### src/core/rru_defs.svh
// Offsets, field positions, reset values and timing counts of the rotate-right unit
// What this block does
// - Decode both rotate opcodes, then d, a, address
// - Carry rotate: bit0 to carry, carry to bit7
// - Plain rotate: bit0 to bit7, carry kept
// - Carry rotate sets C,N,Z; plain sets N,Z
// - d=0 writes accumulator, d=1 writes file register
// - a=0 access bank, a=1 bank pointer register
`ifndef RRU_DEFS_SVH
`define RRU_DEFS_SVH

// Register byte offsets on APB
`define RRU_OFF_CTRL      8'h00
`define RRU_OFF_INSTR     8'h04
`define RRU_OFF_WACC      8'h08
`define RRU_OFF_FLAGS     8'h0C
`define RRU_OFF_BANK      8'h10
`define RRU_OFF_INFO      8'h14

// Field positions
`define RRU_CTRL_GO       0
`define RRU_CTRL_BUSY     1
`define RRU_FLAG_C        0
`define RRU_FLAG_Z        1
`define RRU_FLAG_N        2
`define RRU_FLAG_ILL      3

// Opcode fields
`define RRU_OPC_CARRY     6'h0C
`define RRU_OPC_PLAIN     6'h10
`define RRU_BIT_DEST      9
`define RRU_BIT_BANK      8

// Access bank split and upper bank
`define RRU_ACC_SPLIT     8'h80
`define RRU_ACC_HI_BANK   4'hF
`define RRU_ACC_LO_BANK   4'h0

// Reset values
`define RRU_RST_INSTR     16'h0000
`define RRU_RST_WACC      8'h00
`define RRU_RST_FLAGS     4'h0
`define RRU_RST_BANK      4'h0

// Timing: phases per instruction cycle
`define RRU_PHASES        4

`endif

### src/core/rru_pkg.sv
// Types shared by the rotate-right unit
package rru_pkg;

  // Instruction cycle phases
  typedef enum logic [2:0] {
    rru_ph_idle = 3'b000,
    rru_ph_q1   = 3'b001,
    rru_ph_q2   = 3'b010,
    rru_ph_q3   = 3'b011,
    rru_ph_q4   = 3'b100
  } rru_phase_e;

  typedef logic [7:0]  rru_byte_t;
  typedef logic [11:0] rru_faddr_t;

endpackage : rru_pkg

### src/core/rru_decode.sv
// Opcode decoder for the two rotate-right instructions
`timescale 1ns/1ns
`include "rru_defs.svh"

module rru_decode (
  input  wire logic [15:0] opcode,
  input  wire logic [3:0]  bank_ptr,
  output logic             is_valid,
  output logic             is_carry,
  output logic             to_file,
  output logic [11:0]      full_addr
);

  // Opcode class and operand bits
  wire       carry_hit = (opcode[15:10] == `RRU_OPC_CARRY);
  wire       plain_hit = (opcode[15:10] == `RRU_OPC_PLAIN);
  wire       use_bank  = opcode[`RRU_BIT_BANK];
  wire [7:0] faddr     = opcode[7:0];

  // Access bank: low half to bank 0, high half to the top bank
  wire [3:0] acc_bank  = (faddr < `RRU_ACC_SPLIT) ? `RRU_ACC_LO_BANK : `RRU_ACC_HI_BANK;
  wire [3:0] sel_bank  = use_bank ? bank_ptr : acc_bank;

  assign is_valid  = carry_hit | plain_hit;
  assign is_carry  = carry_hit;
  assign to_file   = opcode[`RRU_BIT_DEST];
  assign full_addr = {sel_bank, faddr};

endmodule : rru_decode

### src/core/rru_rotate.sv
// Rotate-right datapath with flag outputs
`timescale 1ns/1ns

module rru_rotate (
  input  wire logic [7:0] operand,
  input  wire logic       carry_in,
  input  wire logic       through_carry,
  output logic [7:0]      result,
  output logic            carry_out,
  output logic            neg,
  output logic            zero
);

  // Bits 0 to 6 each take their upper neighbour
  genvar i;
  generate
    for (i = 0; i < 7; i = i + 1)
    begin : g_shift
      assign result[i] = operand[i + 1];
    end
  endgenerate

  // Top bit comes from old carry or from wrapped bit 0
  assign result[7] = through_carry ? carry_in : operand[0];
  assign carry_out = through_carry ? operand[0] : carry_in;
  assign neg       = result[7];
  assign zero      = (result == 8'h00);

endmodule : rru_rotate

### src/core/rru_top.sv
// Rotate-right execution slice with APB register access and file port
//
// Implementation choices: the APB interface to the registers and the register offsets.
`timescale 1ns/1ns
`include "rru_defs.svh"

module rru_top (
  input  wire logic        pclk,
  input  wire logic        presetn,
  input  wire logic        psel,
  input  wire logic        penable,
  input  wire logic        pwrite,
  input  wire logic [7:0]  paddr,
  input  wire logic [31:0] pwdata,
  output logic [31:0]      prdata_q,
  output logic             pready_q,
  output logic             pslverr_q,
  output logic [11:0]      file_addr_q,
  output logic             file_re_q,
  output logic             file_we_q,
  output logic [7:0]       file_wdata_q,
  input  wire logic [7:0]  file_rdata,
  output logic             done_q
);

  // Address match used by every register decode
  function automatic logic reg_hit(input logic [7:0] addr, input logic [7:0] off);
    reg_hit = (addr == off);
  endfunction : reg_hit

  // Software-visible state
  logic [15:0]         instr_q;
  logic [7:0]          wacc_q;
  logic                c_q;
  logic                n_q;
  logic                z_q;
  logic                ill_q;
  logic [3:0]          bank_q;

  // Execution state
  rru_pkg::rru_phase_e phase_q;
  rru_pkg::rru_phase_e phase_d;
  logic                op_carry_q;
  logic                op_file_q;
  logic [7:0]          operand_q;
  logic [7:0]          result_q;
  logic                res_c_q;
  logic                res_n_q;
  logic                res_z_q;

  // Decoder and rotator outputs
  logic                dec_valid;
  logic                dec_carry;
  logic                dec_file;
  logic [11:0]         dec_addr;
  logic [7:0]          rot_result;
  logic                rot_c;
  logic                rot_n;
  logic                rot_z;

  // APB phase decoding; one wait state so read data leaves a flop
  wire access    = psel & penable;
  wire first_acc = access & ~pready_q;
  wire wr_fire   = access & pready_q & pwrite;
  wire busy      = (phase_q != rru_pkg::rru_ph_idle);

  wire hit_ctrl  = reg_hit(paddr, `RRU_OFF_CTRL);
  wire hit_instr = reg_hit(paddr, `RRU_OFF_INSTR);
  wire hit_wacc  = reg_hit(paddr, `RRU_OFF_WACC);
  wire hit_flags = reg_hit(paddr, `RRU_OFF_FLAGS);
  wire hit_bank  = reg_hit(paddr, `RRU_OFF_BANK);
  wire hit_info  = reg_hit(paddr, `RRU_OFF_INFO);
  wire mapped    = hit_ctrl | hit_instr | hit_wacc | hit_flags | hit_bank | hit_info;

  // Write strobes per register
  wire wr_ctrl   = wr_fire & hit_ctrl;
  wire wr_instr  = wr_fire & hit_instr & ~busy;
  wire wr_wacc   = wr_fire & hit_wacc;
  wire wr_flags  = wr_fire & hit_flags;
  wire wr_bank   = wr_fire & hit_bank;
  wire go        = wr_ctrl & pwdata[`RRU_CTRL_GO] & ~busy;

  // Read multiplexer; unused upper bits read as zero
  wire [31:0] rd_ctrl  = {30'h0, busy, 1'b0};
  wire [31:0] rd_instr = {16'h0, instr_q};
  wire [31:0] rd_wacc  = {24'h0, wacc_q};
  wire [31:0] rd_flags = {28'h0, ill_q, n_q, z_q, c_q};
  wire [31:0] rd_bank  = {28'h0, bank_q};
  wire [31:0] rd_info  = {29'h0, phase_q};
  wire [31:0] rd_data  = hit_ctrl  ? rd_ctrl  :
                         hit_instr ? rd_instr :
                         hit_wacc  ? rd_wacc  :
                         hit_flags ? rd_flags :
                         hit_bank  ? rd_bank  :
                         hit_info  ? rd_info  : 32'h0000_0000;

  // Phase tags for readability
  wire in_q1 = (phase_q == rru_pkg::rru_ph_q1);
  wire in_q2 = (phase_q == rru_pkg::rru_ph_q2);
  wire in_q3 = (phase_q == rru_pkg::rru_ph_q3);
  wire in_q4 = (phase_q == rru_pkg::rru_ph_q4);

  // Instruction decode from the held program word
  rru_decode u_decode (
    .opcode    (instr_q),
    .bank_ptr  (bank_q),
    .is_valid  (dec_valid),
    .is_carry  (dec_carry),
    .to_file   (dec_file),
    .full_addr (dec_addr)
  );

  // Rotate datapath works on the captured operand
  rru_rotate u_rotate (
    .operand       (operand_q),
    .carry_in      (c_q),
    .through_carry (op_carry_q),
    .result        (rot_result),
    .carry_out     (rot_c),
    .neg           (rot_n),
    .zero          (rot_z)
  );

  // Phase sequencer: four phases make one instruction cycle
  always_comb
  begin
    phase_d = phase_q;
    case (phase_q)
      rru_pkg::rru_ph_idle: phase_d = go ? rru_pkg::rru_ph_q1 : rru_pkg::rru_ph_idle;
      rru_pkg::rru_ph_q1:   phase_d = dec_valid ? rru_pkg::rru_ph_q2 : rru_pkg::rru_ph_idle;
      rru_pkg::rru_ph_q2:   phase_d = rru_pkg::rru_ph_q3;
      rru_pkg::rru_ph_q3:   phase_d = rru_pkg::rru_ph_q4;
      rru_pkg::rru_ph_q4:   phase_d = rru_pkg::rru_ph_idle;
      default:              phase_d = rru_pkg::rru_ph_idle;
    endcase
  end

  // Phase register
  always_ff @(posedge pclk or negedge presetn)
  begin
    if (!presetn)
      phase_q <= rru_pkg::rru_ph_idle;
    else
      phase_q <= phase_d;
  end

  // APB handshake and read data
  always_ff @(posedge pclk or negedge presetn)
  begin
    if (!presetn)
    begin
      pready_q  <= 1'b0;
      prdata_q  <= 32'h0000_0000;
      pslverr_q <= 1'b0;
    end
    else
    begin
      pready_q  <= first_acc;
      pslverr_q <= first_acc & ~mapped;
      if (first_acc)
        prdata_q <= rd_data;
    end
  end

  // Program word, writable only while idle
  always_ff @(posedge pclk or negedge presetn)
  begin
    if (!presetn)
      instr_q <= `RRU_RST_INSTR;
    else if (wr_instr)
      instr_q <= pwdata[15:0];
  end

  // Bank pointer register
  always_ff @(posedge pclk or negedge presetn)
  begin
    if (!presetn)
      bank_q <= `RRU_RST_BANK;
    else if (wr_bank)
      bank_q <= pwdata[3:0];
  end

  // Q1: latch decoded class and destination, present file address
  always_ff @(posedge pclk or negedge presetn)
  begin
    if (!presetn)
    begin
      op_carry_q  <= 1'b0;
      op_file_q   <= 1'b0;
      file_addr_q <= 12'h000;
      file_re_q   <= 1'b0;
    end
    else
    begin
      file_re_q <= in_q1 & dec_valid;
      if (in_q1 && dec_valid)
      begin
        op_carry_q  <= dec_carry;
        op_file_q   <= dec_file;
        file_addr_q <= dec_addr;
      end
    end
  end

  // Q2: capture the file register operand
  always_ff @(posedge pclk or negedge presetn)
  begin
    if (!presetn)
      operand_q <= 8'h00;
    else if (in_q2)
      operand_q <= file_rdata;
  end

  // Q3: hold result and candidate flags
  always_ff @(posedge pclk or negedge presetn)
  begin
    if (!presetn)
    begin
      result_q <= 8'h00;
      res_c_q  <= 1'b0;
      res_n_q  <= 1'b0;
      res_z_q  <= 1'b0;
    end
    else if (in_q3)
    begin
      result_q <= rot_result;
      res_c_q  <= rot_c;
      res_n_q  <= rot_n;
      res_z_q  <= rot_z;
    end
  end

  // Q3 to Q4: file write strobe runs during Q4 when the file is the target
  always_ff @(posedge pclk or negedge presetn)
  begin
    if (!presetn)
    begin
      file_we_q    <= 1'b0;
      file_wdata_q <= 8'h00;
    end
    else
    begin
      file_we_q <= in_q3 & op_file_q;
      if (in_q3)
        file_wdata_q <= rot_result;
    end
  end

  // Accumulator: the instruction result beats a same-cycle software write
  always_ff @(posedge pclk or negedge presetn)
  begin
    if (!presetn)
      wacc_q <= `RRU_RST_WACC;
    else if (in_q4 && !op_file_q)
      wacc_q <= result_q;
    else if (wr_wacc)
      wacc_q <= pwdata[7:0];
  end

  // Carry flag: only the through-carry rotate changes it
  always_ff @(posedge pclk or negedge presetn)
  begin
    if (!presetn)
      c_q <= 1'b0;
    else if (in_q4 && op_carry_q)
      c_q <= res_c_q;
    else if (wr_flags)
      c_q <= pwdata[`RRU_FLAG_C];
  end

  // Negative and zero flags follow both rotates
  always_ff @(posedge pclk or negedge presetn)
  begin
    if (!presetn)
    begin
      n_q <= 1'b0;
      z_q <= 1'b0;
    end
    else if (in_q4)
    begin
      n_q <= res_n_q;
      z_q <= res_z_q;
    end
    else if (wr_flags)
    begin
      n_q <= pwdata[`RRU_FLAG_N];
      z_q <= pwdata[`RRU_FLAG_Z];
    end
  end

  // Unknown opcode is sticky; set wins over a write-one clear
  always_ff @(posedge pclk or negedge presetn)
  begin
    if (!presetn)
      ill_q <= 1'b0;
    else if (in_q1 && !dec_valid)
      ill_q <= 1'b1;
    else if (wr_flags && pwdata[`RRU_FLAG_ILL])
      ill_q <= 1'b0;
  end

  // Completion pulse marks the end of the instruction cycle
  always_ff @(posedge pclk or negedge presetn)
  begin
    if (!presetn)
      done_q <= 1'b0;
    else
      done_q <= in_q4;
  end

endmodule : rru_top
### config.mk
export PLATFORM = sky130hd
export DESIGN_NAME = rru_top
export DESIGN_NICKNAME = d
export VERILOG_FILES = /design/src/core/rru_pkg.sv /design/src/core/rru_decode.sv /design/src/core/rru_rotate.sv /design/src/core/rru_top.sv
export VERILOG_INCLUDE_DIRS = /design/src /design/src/core
export SDC_FILE = /design/constraint.sdc
export NUM_CORES = 1
export LEC_CHECK = 0
export BUFFER_PORTS_ARGS = -buffer_cell sky130_fd_sc_hd__buf_2
export CAP_MARGIN = 10
export CORE_ASPECT_RATIO = 1.5
export CORE_UTILIZATION = 40
export DETAILED_ROUTE_END_ITERATION = 16
export PLACE_DENSITY = 0.68
export RECOVER_POWER = 25
export SLEW_MARGIN = 20
export SYNTH_ARGS = -nofsm -noshare
export SYNTH_HDL_FRONTEND = slang
export SYNTH_SLANG_ARGS = --single-unit
### constraint.sdc
create_clock -name pclk -period 2.65 [get_ports pclk]
set_input_delay 0.53 -clock pclk [delete_from_list [all_inputs] [get_ports pclk]]
set_output_delay 0.53 -clock pclk [all_outputs]
set_load 0.05 [all_outputs]
# --- Yosys cells after proc, flatten, opt, wreduce, memory -nomap -nowiden ---
# Index checks and enable logic that the tools add are counted.
# Widths: inputs -> output; s select.
classes:
  n_div: 0
  addsub: 0
  reduce_logical: 15
  mux: 23
  n_shift: 0
  eq_ne: 11
  multipliers: 0
  bitwise_logic: 24
  n_lt_le_gt_ge: 1
ops:
  columns: ["operator", "count"]
  rows:
  - ["$mux 16", 2]
  - ["$mux 8", 3]
  - ["$eq 8x4->1 const B", 2]
  - ["$eq 8x5->1 const B", 2]
  - ["$logic_not 8->1", 2]
  - ["$mux 4", 4]
  - ["$and 1x1->1", 15]
  - ["$pmux 3 s4", 1]
  - ["$mux 1", 11]
  - ["$eq 8x3->1 const B", 1]
  - ["$lt 8x8->1 const B", 1]
  - ["$reduce_bool 2->1", 4]
  - ["$eq 3x2->1 const B", 2]
  - ["$eq 6x4->1 const B", 1]
  - ["$eq 6x5->1 const B", 1]
  - ["$or 1x1->1", 6]
  - ["$logic_and 1x1->1", 5]
  - ["$eq 3x1->1 const B", 1]
  - ["$eq 3x3->1 const B", 1]
  - ["$logic_not 3->1", 1]
  - ["$mux 3", 1]
  - ["$not 1->1", 3]
  - ["$reduce_bool 3->1", 1]
  - ["$logic_not 1->1", 2]
  - ["$mux 2", 1]
word_totals:
  latchBits: 0
  mem_count: 0
  word_cells: 96
  romBits: 0
  ram_bits: 0
  regBits: 105
  in_bits: 53

# --- Depth between registers and ports, before layout ---
depth:
  word_depth: 8
  ltp_mapped: 6
  depth_no_buf: 5

# --- By module ---
# A second synthesis with hierarchy kept.
unflattened:
  hier_cells: 342
  area_unflattened_um2: 4097.7
modules_own_cells:
  columns: ["module", "cells_per_inst", "seq_area_each_um2", "area_per_inst_um2", "instances"]
  rows:
  - ["rru_top", 307, 2227.1, 3849.9, 1]
  - ["rru_decode", 22, 0.0, 141.4, 1]
  - ["rru_rotate", 13, 0.0, 106.4, 1]

# --- Worst setup path before layout ---
# OpenSTA, ideal clock, no wires.
synth_timing:
  kind: "input -> register"
  start: "in paddr[5]"
  end: "reg instr_q[10]"
  arrival_ns: 2.254
  setup_slack_ns: 0.271
  stages: 5
  t_required_ns: 2.525
  cell_sequence: "or3_4 -> or3_4 -> nor4_4 -> buf_6 -> mux2_2"
synth_between:
  elab_chain_len: 3
synth_lines:
  columns: ["item", "line", "rtl"]
  rows:
  - ["start, declared", "rru_top.sv:13", "input wire logic [7:0] paddr,"]
  - ["$eq 8x3->1", "rru_top.sv:28", "reg_hit = (addr == off);"]
  - ["$and 1x1->1 (2 in a row)", "rru_top.sv:77", "wire wr_instr = wr_fire & hit_instr & ~busy;"]
  - ["end signal, assigned", "rru_top.sv:169", "instr_q <= `RRU_RST_INSTR;"]
  - ["end signal, assigned", "rru_top.sv:171", "instr_q <= pwdata[15:0];"]
  - ["end, declared", "rru_top.sv:32", "logic [15:0] instr_q;"]
# Every way passes these cells.
# A chain may end at the register's enable or synchronous reset.

# --- Final worst setup path ---
layout_timing:
  start: "reg phase_q[0]"
  end: "reg wacc_q[2]"
layout_between:
  elab_chain_len: 3
  elab_cells_between_ends: 4
  classes_between: "eq/ne: 1; mux: 1; reduce/logical: 2"
layout_lines:
  columns: ["item", "line", "rtl"]
  rows:
  - ["start, declared", "rru_top.sv:41", "rru_pkg::rru_phase_e phase_q;"]
  - ["start signal, assigned", "rru_top.sv:142", "phase_q <= rru_pkg::rru_ph_idle;"]
  - ["start signal, assigned", "rru_top.sv:144", "phase_q <= phase_d;"]
  - ["$eq 3x3->1 (*)", "rru_top.sv:101", "wire in_q4 = (phase_q == rru_pkg::rru_ph_q4);"]
  - ["$logic_and 1x1->1 (*)", "rru_top.sv:254", "else if (in_q4 && !op_file_q)"]
  - ["$mux 8 / $reduce_bool 2->1 (equally long branches)", null, null]
  - ["end signal, assigned", "rru_top.sv:253", "wacc_q <= `RRU_RST_WACC;"]
  - ["end signal, assigned", "rru_top.sv:255", "wacc_q <= result_q;"]
  - ["end signal, assigned", "rru_top.sv:257", "wacc_q <= pwdata[7:0];"]
  - ["end, declared", "rru_top.sv:33", "logic [7:0] wacc_q;"]
# Mark *: on every way between the ends. The rest lies on a longest branch, timed or not.

==> run_results.csv <==
group,metric,value,unit
clock_network,clock-sinks,88,
worst_setup_path,regToRegStartpoint,"phase_q[0]",
pwr,pwr-share-seq,0.477,
clock_network,cts_resized,0,
synth,yosysSeqAreaShare,0.564,
synth,synth_edf_count,0,
global_routing,grt_pass1_vias,2730,
worst_setup_path,path_delay_family,"simple AND/OR/NAND/NOR gates",
floorplan,core.rowCount,43,
final_layout,area_growth,21.1,%
global_routing,grt_max_degree,39,
clock_network,cts_made_buffers,9,
detailed_routing,wl_per_cell,16.4,µm
worst_setup_path,critical_path_class,"register to register",
worst_setup_path,max_stage_delay,0.56,ns
pwr,ir_worst_vdd,0.348,mV
clock_network,hold_buffers,0,
worst_setup_path,crit_fanout,7,
final_layout,nets,445,
detailed_routing,drt-pass1-iter-count,4,
sta,finalSetupViolCount,0,
floorplan,die_h,123,µm
worst_setup_path,crit_slowest_cell,"or3b_2",
run_status,status,"finished, final reports clean",
worst_setup_path,cp_num_buf_inv,1,
final_layout,final_common_cell,"dfrtp_1",
sta,relSlewSlack,0.516,
worst_setup_path,endpoint_kind,"register",
synth,synth_seq_cells,88,
detailed_routing,drt_wl_total,8310,µm
synth,synthFlopType,"dfrtp_1",
floorplan,io_pins,110,
worst_setup_path,path_common_cell,"mux2_2",
floorplan,die_x,82.7,µm
sta,finalHoldViolations,0,
worst_setup_path,cp.required,2.87,ns
pwr,p_sw_frac,0.220,
detailed_routing,via_per_inst,5.30,
pwr,clkPwrFrac,0.463,
pwr,power_density,599,mW/mm²
worst_setup_path,reg2reg_setup_slack,0.43,ns
global_routing,overflow,0,
worst_setup_path,cp.arrival,2.44,ns
final_layout,design_area,0.00472,mm²
floorplan,start_util,0.417,
clock_network,cts_buffer_depth,2,
final_layout,stdcell_count,507,
sta,worst_pin_slew,0.723,ns
worst_setup_path,timing.rr.end,"wacc_q[2]",
final_layout,fill_cells,883,
pwr,comb_power_share,0.060,
worst_setup_path,cp.depth,5,
clock_network,cts_setup_buffers,0,
flow_run,maxCapViolCount,0,
sta,timing.final.crit_period,2.22,ns
floorplan,core_area,0.00936,mm²
sta,finalCritPeriodShare,0.839,
sta,clock_skew,0.00822,ns
synth,syn_inst,305,
final_layout,diodes,0,
clock_network,clk_latency,0.34,ns
pwr,p_leak,2.54,nW
worst_setup_path,cp-start-kind,"register",
worst_setup_path,r2r_cells,5,
pwr,power_switching,621,µW
final_layout,final_cell_mix,"dfrtp_1 (88), buf_2 (76), mux2_2 (62)",
clock_network,clk_pin_slew,0.06,ns
worst_setup_path,startpoint,"phase_q[0]",
synth,ys_types,41,
detailed_routing,vias,2685,
placed_design,port_buffers,77,
global_routing,grt_usage,0.182,
clock_network,root_buffer,"clkbuf_16",
placed_design,dpl.hpwl,6270,µm
clock_network,htreeDepth,3,
min_path,min_path_type,"input port to async pin",
detailed_routing,drc,0,
floorplan,dieArea,0.0102,mm²
detailed_routing,drt-initial-drc-count,184,
placed_design,dp.cells,493,
synth,yosys_warnings,0,
placed_design,placed_area,0.00442,mm²
synth,syn_avg_cell_area,12.8,µm²
sta,max_freq,450,MHz
pwr,p_total,2.83,mW
placed_design,place.gp.congestion,0.799,
worst_setup_path,crit_chain,"or3b_2 > nor2_2 > buf_4 > mux2_2 > mux2_2",
pwr,p_int,2.21,mW
synth,synth_area,0.00390,mm²
detailed_routing,ant_nets,0,
final_layout,drive_above_1_share,0.443,
worst_setup_path,endpoint,"wacc_q[2]",
clock_network,cts_tree,"done",
sta,rsz0062_at_grt,"false",
global_routing,grt_pass1_wl,13500,µm
synth,synth-async-reset-ratio,1.00,
global_routing,antenna_found_initial,0,
sta,slew_viol_final,0,
sta,final.setup.tns,0,ns
## power by group through the flow
stage                     Sequential (mW)  Clock [mW]  Combinational, mW
after global placement               1.37           0              0.167
after floorplan                      1.38           0              0.104
after CTS                            1.35        1.34              0.171
after detailed placement             1.37           0              0.170
final                                1.35        1.31              0.169
after global routing                 1.35        1.39              0.185
## registers in the layout (all words and copies together), names as in the netlist, 3 cells and up
| register | flops |
|---|---|
| instr_q | 16 |
| prdata_q | 16 |
| file_addr_q | 12 |
| operand_q | 8 |
| wacc_q | 8 |
| file_wdata_q | 7 |
| bank_q | 4 |
| phase_q | 3 |
## worst min path at each step
| stage | startpoint | endpoint | slack [ns] | depth (start not counted) |
|---|---|---|---|---|
| floorplan | presetn | bank_q[0] | 0.23 | 0 |
| global placement | prdata_q[1] | prdata_q[1] | 0.46 | 2 |
| detailed placement | file_addr_q[9] | file_addr_q[9] | 0.47 | 2 |
| CTS | presetn | file_wdata_q[1] | 0.18 | 1 |
| global route | presetn | file_addr_q[2] | 0.21 | 1 |
| finish | presetn | file_addr_q[2] | 0.17 | 1 |
## worst register-to-register path, cell delays in order (launching register included)
cell	delay [ns]
dfrtp_1	0.46
or3b_2	0.56
nor2_2	0.28
buf_4	0.22
mux2_2	0.34
mux2_2	0.25
## cell families (layout without fill, tap and decap cells)
family                 Yosys count  count (layout)  synth area share
muxes                           71              71             0.202
other                            1              16          0.000961
AOI/OAI and AO/OA               49              49            0.0882
buffers and inverters           36             111            0.0532
DFF                             88              88             0.564
and+or+nand+nor                 60              60            0.0914
## cell type report
cell class	count	area [µm²]	share of cell area
Sequential cell	88	2200	0.466
Multi-Input combinational cell	196	1560	0.329
Timing Repair Buffer	89	490	0.104
Clock buffer	9	225	0.0477
Tap cell	112	140	0.0297
Clock inverter	5	81.3	0.0172
Inverter	8	30.0	0.00636
## synth_stat cells, types with 4 or more instances
cell type,count,share of area
nor2_1,9,0.0087
mux2i_1,9,0.023
a21oi_1,9,0.012
mux2_2,62,0.18
dfrtp_1,88,0.56
o21ai_0,11,0.014
nor2b_1,4,0.0064
a22o_1,15,0.034
buf_4,17,0.033
clkbuf_1,9,0.0087
nand2_1,15,0.014
nand3_1,4,0.0051
a21o_1,4,0.0077
inv_1,8,0.0077
nor3_1,4,0.0051
## metrics by stage
| stage | util | worst slack (ns) | hold WS (ns) |
|---|---|---|---|
| 2_1_floorplan | - | 0.271 | 0.234 |
| 3_3_place_gp | 0.472 | 0.202 | 0.460 |
| 3_5_place_dp | 0.472 | 0.173 | 0.471 |
| 4_1_cts | 0.505 | 0.418 | 0.178 |
| 5_1_grt | 0.505 | 0.373 | 0.207 |
| 6_report | 0.505 | 0.427 | 0.168 |
## routing by layer
layer,part of all wire,track usage,vias to the layer above
met5,0,0,-
met4,0.048,0.126,0
met3,0.043,0.0280,25
met2,0.50,0.294,92
met1,0.41,0.219,1325
li1,-,-,1243
(Power assumes the default switching activity.)
